## config.mk

```make
export PLATFORM = sky130hd
export DESIGN_NAME = ppd_top
export DESIGN_NICKNAME = d
export VERILOG_FILES = /design/src/shared/ppd_pkg.sv /design/src/ppd_top.sv
export SDC_FILE = /design/constraint.sdc
export NUM_CORES = 1
export LEC_CHECK = 0
export BUFFER_PORTS_ARGS = -buffer_cell sky130_fd_sc_hd__buf_2
export CAP_MARGIN = 5
export CORE_MARGIN = 4
export CORE_UTILIZATION = 60
export DETAILED_ROUTE_END_ITERATION = 7
export GPL_TIMING_DRIVEN = 0
export PLACE_DENSITY = 0.79
export SLEW_MARGIN = 20
export SYNTH_ARGS = -nofsm -noshare
export SYNTH_HDL_FRONTEND = slang
export SYNTH_SLANG_ARGS = --single-unit
```

## constraint.sdc

```tcl
create_clock -name i_mclk -period 4.6 [get_ports i_mclk]
set_input_delay 0.23 -clock i_mclk [delete_from_list [all_inputs] [get_ports i_mclk]]
set_output_delay 0.23 -clock i_mclk [all_outputs]
set_load 0.03 [all_outputs]
```

## src/shared/ppd_pkg.sv

```systemverilog
// Constants and state type for the programmable divider of the synthesizer
// Functional notes
// - Divider, reference and phase outputs run only while chip-enable pin is high.
// - On start, load data registers and swallow low bit into both counters.
// - When programmable counter reaches zero, reload both counters from data registers.
// - Data written while running takes effect at the next reload or the next mode-register write.
// - Division data registers keep contents through reset; no defined power-on value.
// - Swallow counter is 5-bit down counter for FM; programmable is 12-bit.
// - Counters start together; 1/33 while swallow nonzero, then halt and 1/32.
// - Direct uses upper 12 data bits; swallow mode uses all 16 bits.
// - Swallow low bit is the least significant bit of swallow counter.
// - Ratio is N direct, N times 32 plus M in swallow mode.
// - Reference divides 4.5 MHz crystal to one of ten selected frequencies.
// - Method 0 uses AM input, pulls FM low; 1 uses FM, pulls AM low.
// - Enable bit 1 starts the synthesizer, 0 stops it.
// - IF-counter interrupt has enable and pending; pending cleared by writing 0.
// - Chip-enable interrupt has enable gating requests and pending cleared by writing 0.
// - Operation begins when software writes the mode register; a chip-enable rise also restarts it while the enable bit stays set.
package ppd_pkg;
   // ----------------------------------------
   // Register offsets
   // ----------------------------------------
   localparam logic [2:0] PPD_A_MODE = 3'h0;
   localparam logic [2:0] PPD_A_DLO = 3'h1;
   localparam logic [2:0] PPD_A_DHI = 3'h2;
   localparam logic [2:0] PPD_A_RSEL = 3'h3;
   localparam logic [2:0] PPD_A_STS = 3'h4;
   localparam logic [2:0] PPD_A_MSK = 3'h5;
   // ----------------------------------------
   // Mode register fields
   // ----------------------------------------
   localparam int PPD_MB_METHOD = 7;
   localparam int PPD_MB_ENABLE = 6;
   localparam int PPD_MB_NF = 5;
   localparam int PPD_MB_IFEN = 3;
   localparam int PPD_MB_IFPND = 2;
   localparam int PPD_MB_CEEN = 1;
   localparam int PPD_MB_CEPND = 0;
   // ----------------------------------------
   // Status and mask fields, and the chip-enable level bit of the reference-select read
   // ----------------------------------------
   localparam int PPD_SB_CEFALL = 0;
   localparam int PPD_SB_IFC = 1;
   localparam int PPD_SB_CERISE = 2;
   localparam int PPD_RB_CELVL = 4;
   // ----------------------------------------
   // Reset values and counts
   // ----------------------------------------
   localparam logic [7:0] PPD_MODE_RST = 8'h00;
   localparam logic [3:0] PPD_RSEL_RST = 4'h0;
   localparam logic [2:0] PPD_MSK_RST = 3'h0;
   localparam logic [5:0] PPD_PRE_LAST32 = 6'h1F;
   localparam logic [5:0] PPD_PRE_LAST33 = 6'h20;

   typedef enum logic [0:0] {
      PPD_IDLE = 1'b0,
      PPD_RUN = 1'b1
   } ppd_run_t;

   typedef struct packed {
      ppd_run_t run;
      logic [7:0] mode;
      logic [7:0] dlo;
      logic [7:0] dhi;
      logic [3:0] rsel;
      logic [2:0] sts;
      logic [2:0] msk;
      logic ce_s1;
      logic ce_s2;
      logic ce_d;
      logic am_s1;
      logic am_s2;
      logic am_d;
      logic fm_s1;
      logic fm_s2;
      logic fm_d;
      logic xt_s1;
      logic xt_s2;
      logic xt_d;
      logic [11:0] prog;
      logic [4:0] swal;
      logic [5:0] pre;
      logic [12:0] refc;
      logic fn_p;
      logic ref_p;
      logic up;
      logic dn;
      logic ce_rst;
      logic [7:0] rdata;
   } ppd_state_t;

   // Crystal edges per reference period, 4.5 MHz over the selected rate
   function automatic logic [12:0] ppd_ref_div(input logic [3:0] sel);
      logic [12:0] d;
      d = 13'h1194;
      case (sel)
         4'h1: d = 13'h05DC;
         4'h2: d = 13'h0384;
         4'h3: d = 13'h02D0;
         4'h4: d = 13'h01F4;
         4'h5: d = 13'h01C2;
         4'h6: d = 13'h0168;
         4'h7: d = 13'h00B4;
         4'h8: d = 13'h005A;
         4'h9: d = 13'h002D;
         default: d = 13'h1194;
      endcase
      return d;
   endfunction : ppd_ref_div
endpackage : ppd_pkg

```

## src/ppd_top.sv

```systemverilog
// Programmable divider, reference generator and phase outputs
//
// The register addresses and the address-and-strobe port were left to the implementer.
`timescale 1ns/10ps
`default_nettype none
module ppd_top
   import ppd_pkg::*;
(
   input wire logic i_mclk,
   input wire logic i_sys_rst,
   input wire logic [2:0] i_addr,
   input wire logic [7:0] i_wdata,
   input wire logic i_wr,
   input wire logic i_rd,
   output logic [7:0] o_rdata,
   input wire logic i_chip_enable,
   input wire logic i_am_vco_input,
   input wire logic i_fm_vco_input,
   input wire logic i_xtal_clk,
   input wire logic i_if_count_done,
   output logic o_am_pull_low,
   output logic o_fm_pull_low,
   output logic o_fn_pulse,
   output logic o_ref_pulse,
   output logic o_error_out_0,
   output logic o_error_out_0_oe_n,
   output logic o_error_out_1,
   output logic o_error_out_1_oe_n,
   output logic o_ce_reset,
   output logic o_irq
);
   ppd_state_t st_r;
   ppd_state_t st_nxt;

   always_comb begin
      logic ce_rise;
      logic ce_fall;
      logic vco_edge;
      logic xt_edge;
      logic method;
      logic en_now;
      logic mode_wr;
      logic tick;
      logic [11:0] load_n;
      logic [4:0] load_m;
      ce_rise = 1'b0;
      ce_fall = 1'b0;
      vco_edge = 1'b0;
      xt_edge = 1'b0;
      method = 1'b0;
      en_now = 1'b0;
      mode_wr = 1'b0;
      tick = 1'b0;
      load_n = 12'h000;
      load_m = 5'h00;
      st_nxt = st_r;
      st_nxt.fn_p = 1'b0;
      st_nxt.ref_p = 1'b0;
      st_nxt.ce_rst = 1'b0;
      st_nxt.rdata = 8'h00;
      // ----------------------------------------
      // Pin synchronisers
      // ----------------------------------------
      st_nxt.ce_s1 = i_chip_enable;
      st_nxt.ce_s2 = st_r.ce_s1;
      st_nxt.ce_d = st_r.ce_s2;
      st_nxt.am_s1 = i_am_vco_input;
      st_nxt.am_s2 = st_r.am_s1;
      st_nxt.am_d = st_r.am_s2;
      st_nxt.fm_s1 = i_fm_vco_input;
      st_nxt.fm_s2 = st_r.fm_s1;
      st_nxt.fm_d = st_r.fm_s2;
      st_nxt.xt_s1 = i_xtal_clk;
      st_nxt.xt_s2 = st_r.xt_s1;
      st_nxt.xt_d = st_r.xt_s2;
      ce_rise = st_r.ce_s2 & ~st_r.ce_d;
      ce_fall = ~st_r.ce_s2 & st_r.ce_d;
      xt_edge = st_r.xt_s2 & ~st_r.xt_d;
      method = st_r.mode[PPD_MB_METHOD];
      // Only the selected input counts; the other is pulled low
      vco_edge = method ? (st_r.fm_s2 & ~st_r.fm_d) : (st_r.am_s2 & ~st_r.am_d);
      // ----------------------------------------
      // Register writes
      // ----------------------------------------
      mode_wr = i_wr && (i_addr == PPD_A_MODE);
      if (mode_wr) begin
         // Pending bits: a written 0 clears, a written 1 is ignored
         st_nxt.mode = {i_wdata[7:5], 1'b0, i_wdata[PPD_MB_IFEN],
            st_r.mode[PPD_MB_IFPND] & i_wdata[PPD_MB_IFPND], i_wdata[PPD_MB_CEEN],
            st_r.mode[PPD_MB_CEPND] & i_wdata[PPD_MB_CEPND]};
      end else if (i_wr && (i_addr == PPD_A_DLO)) begin
         st_nxt.dlo = i_wdata;
      end else if (i_wr && (i_addr == PPD_A_DHI)) begin
         st_nxt.dhi = i_wdata;
      end else if (i_wr && (i_addr == PPD_A_RSEL)) begin
         st_nxt.rsel = i_wdata[3:0];
      end else if (i_wr && (i_addr == PPD_A_STS)) begin
         st_nxt.sts = st_r.sts & ~i_wdata[2:0];
      end else if (i_wr && (i_addr == PPD_A_MSK)) begin
         st_nxt.msk = i_wdata[2:0];
      end
      // ----------------------------------------
      // Events; set wins over a same-cycle clear
      // ----------------------------------------
      if (ce_fall) begin
         st_nxt.sts[PPD_SB_CEFALL] = 1'b1;
         if (st_nxt.mode[PPD_MB_CEEN]) begin
            st_nxt.mode[PPD_MB_CEPND] = 1'b1;
         end
      end
      if (i_if_count_done) begin
         st_nxt.sts[PPD_SB_IFC] = 1'b1;
         if (st_nxt.mode[PPD_MB_IFEN]) begin
            st_nxt.mode[PPD_MB_IFPND] = 1'b1;
         end
      end
      if (ce_rise) begin
         st_nxt.sts[PPD_SB_CERISE] = 1'b1;
         st_nxt.ce_rst = 1'b1;
      end
      // ----------------------------------------
      // Programmable divider
      // ----------------------------------------
      load_n = {st_r.dhi, st_r.dlo[7:4]};
      // Swallow count unused in direct mode, so it is held at zero
      load_m = st_nxt.mode[PPD_MB_METHOD] ? {st_r.dlo[3:0], st_nxt.mode[PPD_MB_NF]} : 5'h00;
      en_now = st_nxt.mode[PPD_MB_ENABLE] && st_r.ce_s2;
      case (st_r.run)
         PPD_IDLE: begin
            st_nxt.pre = 6'h00;
            if (en_now) begin
               st_nxt.run = PPD_RUN;
               st_nxt.prog = load_n;
               st_nxt.swal = load_m;
            end
         end
         PPD_RUN: begin
            if (!en_now) begin
               st_nxt.run = PPD_IDLE;
            end else if (mode_wr) begin
               // A mode write that keeps the divider enabled restarts the count from fresh data
               st_nxt.prog = load_n;
               st_nxt.swal = load_m;
               st_nxt.pre = 6'h00;
            end else if (vco_edge) begin
               if (!method) begin
                  tick = 1'b1;
               end else if (st_r.pre == ((st_r.swal != 5'h00) ? PPD_PRE_LAST33 : PPD_PRE_LAST32)) begin
                  st_nxt.pre = 6'h00;
                  tick = 1'b1;
               end else begin
                  st_nxt.pre = st_r.pre + 6'h01;
               end
               if (tick) begin
                  if (st_r.prog <= 12'h001) begin
                     // Terminal count: fresh data picked up here and on a mode write
                     st_nxt.prog = load_n;
                     st_nxt.swal = load_m;
                     st_nxt.fn_p = 1'b1;
                  end else begin
                     st_nxt.prog = st_r.prog - 12'h001;
                     if (st_r.swal != 5'h00) begin
                        st_nxt.swal = st_r.swal - 5'h01;
                     end
                  end
               end
            end
         end
         default: begin
            st_nxt.run = PPD_IDLE;
         end
      endcase
      // ----------------------------------------
      // Reference generator
      // ----------------------------------------
      if (!en_now) begin
         st_nxt.refc = 13'h0000;
      end else if (xt_edge) begin
         if (st_r.refc >= ppd_ref_div(st_r.rsel) - 13'h0001) begin
            st_nxt.refc = 13'h0000;
            st_nxt.ref_p = 1'b1;
         end else begin
            st_nxt.refc = st_r.refc + 13'h0001;
         end
      end
      // ----------------------------------------
      // Phase comparator
      // ----------------------------------------
      if (!en_now) begin
         st_nxt.up = 1'b0;
         st_nxt.dn = 1'b0;
      end else begin
         st_nxt.up = st_r.up | st_nxt.ref_p;
         st_nxt.dn = st_r.dn | st_nxt.fn_p;
         if (st_nxt.up && st_nxt.dn) begin
            // Both edges seen: phases match, release the pin
            st_nxt.up = 1'b0;
            st_nxt.dn = 1'b0;
         end
      end
      // ----------------------------------------
      // Register reads
      // ----------------------------------------
      if (i_rd) begin
         if (i_addr == PPD_A_MODE) begin
            st_nxt.rdata = {st_r.mode[7:5], 1'b0, st_r.mode[3:0]};
         end else if (i_addr == PPD_A_DLO) begin
            st_nxt.rdata = st_r.dlo;
         end else if (i_addr == PPD_A_DHI) begin
            st_nxt.rdata = st_r.dhi;
         end else if (i_addr == PPD_A_RSEL) begin
            st_nxt.rdata = {3'h0, st_r.ce_s2, st_r.rsel};
         end else if (i_addr == PPD_A_STS) begin
            st_nxt.rdata = {5'h00, st_r.sts};
         end else if (i_addr == PPD_A_MSK) begin
            st_nxt.rdata = {5'h00, st_r.msk};
         end else begin
            st_nxt.rdata = 8'h00;
         end
      end
   end

   // ----------------------------------------
   // State register
   // ----------------------------------------
   always_ff @(posedge i_mclk) begin
      if (i_sys_rst) begin
         st_r <= '0;
         st_r.run <= PPD_IDLE;
         st_r.mode <= PPD_MODE_RST;
         st_r.rsel <= PPD_RSEL_RST;
         st_r.msk <= PPD_MSK_RST;
         // Division data survive reset; no defined power-on value
         st_r.dlo <= st_r.dlo;
         st_r.dhi <= st_r.dhi;
         st_r.ce_s1 <= st_nxt.ce_s1;
         st_r.ce_s2 <= st_nxt.ce_s2;
         st_r.ce_d <= st_nxt.ce_d;
      end else begin
         st_r <= st_nxt;
      end
   end

   // ----------------------------------------
   // Outputs
   // ----------------------------------------
   assign o_rdata = st_r.rdata;
   assign o_am_pull_low = st_r.mode[PPD_MB_METHOD];
   assign o_fm_pull_low = ~st_r.mode[PPD_MB_METHOD];
   assign o_fn_pulse = st_r.fn_p;
   assign o_ref_pulse = st_r.ref_p;
   // Low when reference leads, high when divided leads, floating otherwise
   assign o_error_out_0 = st_r.dn;
   assign o_error_out_0_oe_n = ~(st_r.up | st_r.dn);
   assign o_error_out_1 = st_r.dn;
   assign o_error_out_1_oe_n = ~(st_r.up | st_r.dn);
   assign o_ce_reset = st_r.ce_rst;
   assign o_irq = |(st_r.sts & st_r.msk);
endmodule : ppd_top
`default_nettype wire

```

==> impl_results.md, run 1 <==
- Worst-path cell chain: inv_1 > ha_1 > nand2_1 > or3_1 > or3_1 > nor4_1 > xnor2_1 > ha_1 > a21oi_1 > o21ai_0 > a2111oi_0 > a21oi_1 > nand2b_4 > buf_6 > nor2_1
- CTS clk-pin slew, worst paths: 0.11 ns
- EDFF count, synth: 16
- DRC violations left: 0
- Layout cells sized above 1: 16.4%
- P_int: 1.24 mW
- First-pass GRT wire length: roughly 20000 um
- Detailed Place HPWL: ~9000 um
- Power share of the sequential group: ~58%
- RSZ-0062 raised after global routing: false
- Slowest cell delay on critical path: 0.41 ns
- Worst rel slew slack: 52.7%
- Sw frac: a little over a quarter
- Critical path type: reg2reg
- Count of cells resized by post-cts repair: 0
- Ys Warns: 0
- Hold WC Path Type: in2reg
- Gr usage total: 24.3%
- Mean Syn Cell Area: 9.21 um^2
- Synth top area share: ~34%
- TritonCTS clock tree: built
- Worst path top cell family by delay: simple AND/OR/NAND/NOR gates
- Die area: 10400 um^2
- Post-synthesis cell type count: 69
- CP endpoint kind: flop
- GPL Wtd Cong: between 0.9 and 1
- Seq/Total Area, Yosys: 43.3%
- Tmin final: 3.53 ns
- Worst EP required: 4.92 ns
- Chip height: 102 um
- Max cap viols: 0
- Initial Util: 61.2%
- DRT iter0 DRCs: 273
- Outcome: complete, no violations
- Vias in the first global route: 4237
- Synthesized Nets: 622
- Setup Buffers After CTS: 0
- Syn Std Cell Area: between 5000 and 6000 um^2
- Slowest CP cell: a2111oi_0
- Global route overflow: 0
- Max IR drop VDD: between 0.2 and 0.3 mV
- Skew-Pair Late Insertion Delay: 0.37 ns
- Most common flop cell mapped by yosys: dfxtp_1
- Total power: 1.70 mW
- FFs w/ async S/R, synth: 0%
- CP startpoint kind: flop
- Drt total wl: 11900 um
- Initial antenna violation count: 0
- Via/cell ratio: 5.93
- WL/cell: approximately 16 um
- P_leak: 2.31 nW
- DP Area: 5620 um^2
- CP max FO: 10
- Chip Width: a little over 100 um
- Core ar.: 8680 um^2
- Synthesized instance count: between 500 and 600
- P_sw: 0.455 mW
- Crit path DAT: approximately 3.9 ns
- Final period util: 76.8%
- Largest net degree at the start of global routing: 23
- Via Count: 4369
- Fin. max-slew vios: 0
- Num CTS Buffers: 9
- Synth area leaders: dfxtp_1 34%, edfxtp_1 9.0%, ha_1 5.9%
- Hold Fails Final Rpt: 0
- Clock skew: roughly 0.014 ns
- Slew @ Worst Pin: 0.707 ns
- Maximum clock frequency: ~280 MHz
- Layout area overhead: 9.98%
- I/O pin total: 38
- Row cnt: 34
- Yosys reg bits: 107
- Drt pass-1 iters: 7
- Combinational share of power: 7.7%
- Power density over cell area: approximately 290 nW/um^2
- Placed insts: 720
- Most common cell in the netlist: dfxtp_1
- # diodes: 0
- Final nets: 669
- Fin cells: 737
- Post-route setup TNS: 0 ns
- Synth cell count leaders: 91 x dfxtp_1, 69 x nor2_1, 52 x a21oi_1
- Area leader, netlist: dfxtp_1
- Post-route cell area: 5840 um^2
- H-Tree Depth: 3
- Port Buffers: 35
- Clock network power share: 34.5%
- Maximum root-to-sink buffer count: 2
- CTS Sinks: 107
- Buf+Inv Stages, Crit Path: 2
- Setup violations, final: 0
- CTS Root Cell: clkbuf_8
- Antenna viol nets, final: 0
==> cells by family after synthesis <==
family                     Yosys count  share of synthesized area (%)
xor gates and xnor gates            26                           4.29
adders and majority gates           25                           5.89
and+or+nand+nor                    224                           22.0
muxes                               19                           3.91
DFF                                107                           43.3
buffers and inverters               56                           5.86
AOI/OAI and AO/OA                  120                           14.7
==> cell type report <==
| class | instances | area (um^2) |
|---|---|---|
| clock inverters | 7 | 86.3 |
| well taps | 108 | 135 |
| inverters | 24 | 90.1 |
| flip-flops and latches | 107 | 2300 |
| plain buffers | 32 | 221 |
| fillers | 741 | 2830 |
| repair buffers | 36 | 185 |
| multi-input cells | 414 | 2700 |
| clock buffers | 9 | 124 |
==> layout by cell type, fill, tap and decap left out, drive strengths merged, types with 5 or more instances in the layout <==
cell     n
dfxtp   91
nor2    69
buf     57
a21oi   53
nand2   44
o21ai   28
inv     27
ha      25
nand3   22
clkbuf  19
edfxtp  16
nor3    15
mux2i   14
xor2    14
nor2b   14
xnor2   12
nor4    10
and3     9
or3      6
and2     5
a21o     5
nor4b    5
==> per-layer routing <==
metal / up-vias / share of wire (%) / GRT usage, % / wire (um)
met1: 2043 / 42 / 31.8 / 5050
met4: 0 / 2.0 / 7.67 / 238
met3: 25 / 7.4 / 5.46 / 881
li1: 2120 / - / - / -
met5: - / 0 / 0 / 0
met2: 181 / 48 / 40.2 / 5720
==> worst register-to-register path, stage by stage (launching register included) <==
cell and delay [ns]:
dfxtp_1 0.32, inv_1 0.07, ha_1 0.19, nand2_1 0.09, or3_1 0.34, or3_1 0.37, nor4_1 0.32, xnor2_1 0.19
ha_1 0.28, a21oi_1 0.14, o21ai_0 0.15, a2111oi_0 0.41, a21oi_1 0.19, nand2b_4 0.19, buf_6 0.14, nor2_1 0.10
==> worst paths after layout <==
| kind | start | slack [ns] | depth (start not counted) | end |
|---|---|---|---|---|
| worst max-delay path | flop | 1.07 | 15 | st_r[18] |
| worst min register to register | st_nxt[59] | 0.34 | 0 | st_nxt[58] |
| worst max register to register | flop | 1.07 | 15 | st_r[18] |
| worst min-delay path | i_wdata[5] | 0.06 | 1 | st_r[76] |
==> per-stage QoR <==
stage / worst slack (ns) / util [%] / hold slack (ns)
after global placement: 1.12 / 64.8 / 0.312
after detailed placement: 1.07 / 64.8 / 0.315
after global routing: 0.619 / 67.3 / 0.0424
after floorplan: 1.45 / - / 0.258
final: 1.07 / 67.3 / 0.0589
after CTS: 1.05 / 67.3 / 0.0393
==> power by group through the flow <==
stage          combinational, mW  sequential, mW  clock [mW]
2_1_floorplan             0.0884           0.998           0
3_3_place_gp               0.124            1.00           0
3_5_place_dp               0.128            1.00           0
4_1_cts                    0.129           0.979       0.601
5_1_grt                    0.143           0.982       0.637
6_report                   0.130           0.979       0.586
==> timing repair <==
action                                  CTS  global route
endpoints found under the hold margin     1             0
endpoints found under the setup margin    0             0
hold buffers                              1             0
No activity file was read; power rests on OpenSTA's default activity.
==> run 2, diff against run 1 <==
- CORE_UTILIZATION: 60 -> 54
- PLACE_DENSITY: 0.79 -> 0.75
- clock period: 4.6 -> 3.2 ns (I/O delays scaled with it)
==> run 2 against run 1 <==
  * First-iteration DRC count is 9.5% higher
  * Highest routed layer unchanged
  * Die area is 10% higher
  * Sequential cell count stayed put
  * Register-to-register slack worse by 0.96 ns
  * Sequential share of layout area is 1.5 points lower
  * Critical path depth stayed put
  * Clock-buffer cell count stayed put
  * Fmax is 14% higher
  * Sequential power is 44% higher
==> impl_results.md, run 2 (synthesized netlist as in run 1, its figures left out) <==
- GRT Max-Usage Layer: met2
- Stages on worst setup path: 15 (unchanged)
- # diodes: 0 (unchanged)
- Slowest cell delay on critical path: 0.37 ns (-0.04 ns)
- Worst EP required: 3.47 ns (-1.45 ns)
- Buf+Inv Stages, Crit Path: 2 (unchanged)
- Met3 Use GR: 4.52% (-0.95 points)
- DRC violations left: 0 (unchanged)
- Pre-CTS setup slack: -0.454 ns (-1.53 ns)
- Final period util: 96.5% (+20 points)
- Fin. max-slew vios: 0 (unchanged)
- WL/cell: 16.0 um (-0.62%)
- Most common cell after layout, fill and taps aside: dfxtp_1
- CTS Sinks: 107 (unchanged)
- Port Buffers: 35 (unchanged)
- Global route overflow: 0 (unchanged)
- CP endpoint kind: flop
- Hold WC Path Type: in2reg
- First-pass GRT wire length: 20300 um (+1.6%)
- RSZ-0062 raised after global routing: true
- Layout area overhead: 14.5%
- R2R cell count: 15 (unchanged)
- Maximum root-to-sink buffer count: 2 (unchanged)
- Via Count: 4395 (+0.60%)
- Max cap viols: 0 (unchanged)
- Placed insts: 741 (+2.9%)
- Met1 Resource Use GR: 29.9% (-2.0 points)
- Row cnt: 35 (+2.9%)
- Max IR drop VDD: 0.290 mV (+12%)
- H-Tree Depth: 3 (unchanged)
- FILL cells: 765 (+3.2%)
- Largest net degree at the start of global routing: 21 (-8.7%)
- P_leak: 2.37 nW (+2.5%)
- Crit path DAT: 3.36 ns (-0.49 ns)
- FF-to-FF setup slack: 0.11 ns (-0.96 ns)
- Commonest cells after routing, fill and taps aside: 90 x dfxtp_1, 65 x nor2_1, 48 x a21oi_1, 41 x nand2_1, 40 x buf_2
- GR Layer Usage met2: 35.3% (-5.0 points)
- Critical path endpoint: st_r[13]
- Core ar.: 9420 um^2 (+8.5%)
- FF+latch area: 2300 um^2 (about the same)
- Final nets: 678 (+1.3%)
- GPL Wtd Cong: 0.919 (-1.2%)
- TritonCTS clock tree: built
- Vias in the first global route: 4248 (+0.26%)
- Fin cells: 767 (+4.1%)
- CTS Root Cell: clkbuf_8
- Hold Fails Final Rpt: 0 (unchanged)
- Initial Util: 56.4% (-4.8 points)
- Skew-Pair Late Insertion Delay: 0.38 ns (about the same)
- Setup ws final: 0.110 ns (-0.958 ns)
- CTS clk-pin slew, worst paths: 0.10 ns (about the same)
- Via/cell ratio: 5.73 (-3.3%)
- Detailed Place HPWL: 8920 um (-0.40%)
- R2r endpoint: st_r[13]
- Worst rel slew slack: 54.2% (+1.5 points)
- Slew @ Worst Pin: 0.682 ns (-0.0253 ns)
- Die area: 11500 um^2 (+10%)
- Chip Width: 107 um (+5.0%)
- Outcome: complete, no violations
- Worst-path cell chain: inv_2 > ha_4 > nand2_2 > or3_4 > or3_4 > nor4_4 > xnor2_2 > ha_4 > nand2_2 > o21ai_4 > o21ai_2 > a21oi_2 > nand2b_4 > buf_8 > nor2_1
- Clock skew: 0.0160 ns (+0.00190 ns)
- DRT iter0 DRCs: 299 (+9.5%)
- Power density over cell area: 397 nW/um^2 (+37%)
- Num CTS Buffers: 9 (unchanged)
- Antenna viol nets, final: 0 (unchanged)
- Setup violations, final: 0 (unchanged)
- Tmin final: 3.09 ns (-0.442 ns)
- CP startpoint kind: flop
- Layout cells sized above 1: 20.5% (+4.2 points)
- CP max FO: 10 (unchanged)
- I/O pin total: 38 (unchanged)
- Critical path type: reg2reg
- Multi-input logic area: 2850 um^2 (+5.4%)
- Slowest CP cell: or3_4
- Drt total wl: 12300 um (+3.4%)
- Drt pass-1 iters: 5 (-2)
- Maximum clock frequency: 324 MHz (+14%)
- Worst path top cell family by delay: simple AND/OR/NAND/NOR gates
- Initial antenna violation count: 0 (unchanged)
- Chip height: 107 um (+5.0%)
- Gr usage total: 21.9% (-2.4 points)
run 2: changes by cell type in the layout (fill, tap and decap cells not counted), sizes merged:
cell | previous run | this run
inv | 27 | 26
dlygate4sd3 | 1 | 6
buf | 57 | 61
clkinvlp | 0 | 1
run 2: how the worst min path moves through the flow:
stage	from	to	slack, ns	cells after the start
6_report	i_xtal_clk	st_nxt[50]	0.01	2
2_1_floorplan	i_chip_enable	st_nxt[59]	0.19	0
3_3_place_gp	i_chip_enable	st_nxt[59]	0.27	1
5_1_grt	i_wdata[6]	st_r[85]	0.006	1
4_1_cts	i_xtal_clk	st_nxt[50]	0.001	2
3_5_place_dp	i_chip_enable	st_nxt[59]	0.27	1
run 2: metal layers:
metal,share of wire [%],vias up
met5,0,-
met4,1.5,0
met3,6.5,21
met2,46,152
met1,46,2082
li1,-,2140
run 2: final cells by class:
cell class	instances	area share, %
multi-input combinational	414	46.8
sequential	107	37.8
timing repair buffer	45	4.36
buffer	32	3.70
tap	129	2.65
clock buffer	9	2.04
inverter	24	1.48
clock inverter	7	1.15
run 2: through the flow:
stage          setup TNS, ns  instance area, um^2  hold slack [ns]  power (mW)  utilization, %
2_1_floorplan              0                 5310            0.188        1.56               -
3_3_place_gp           -4.35                 5650            0.266        1.62            60.0
3_5_place_dp           -6.07                 5650            0.267        1.62            60.0
4_1_cts             -0.00522                 5950          0.00150        2.42            63.2
5_1_grt               -0.188                 6090          0.00625        2.50            64.6
6_report                   0                 6090           0.0132        2.42            64.6
run 2: what timing repair did:
item                                    4_1_cts  5_1_grt
resized for setup                            12       21
pin swaps                                     2        2
hold endpoints to repair                      7        2
hold buffers                                  5        1
endpoints found under the setup margin       15       14
buffers inserted                              0        4
run 2: worst reg2reg max path, cell delays in order (launching register included):
cell	delay, ns
dfxtp_1	0.33
inv_2	0.08
ha_4	0.14
nand2_2	0.06
or3_4	0.33
or3_4	0.37
nor4_4	0.26
xnor2_2	0.14
ha_4	0.31
nand2_2	0.08
o21ai_4	0.20
o21ai_2	0.09
a21oi_2	0.24
nand2b_4	0.19
buf_8	0.13
nor2_1	0.05
run 2: power breakdown:
group | leakage (nW) | internal (mW) | total [mW] | switching [mW]
Clock | 0.0951 | 0.303 | 0.808 | 0.504
Sequential | 0.884 | 1.39 | 1.41 | 0.0187
Combinational | 1.39 | 0.0800 | 0.198 | 0.118
Total | 2.37 | 1.77 | 2.42 | 0.641
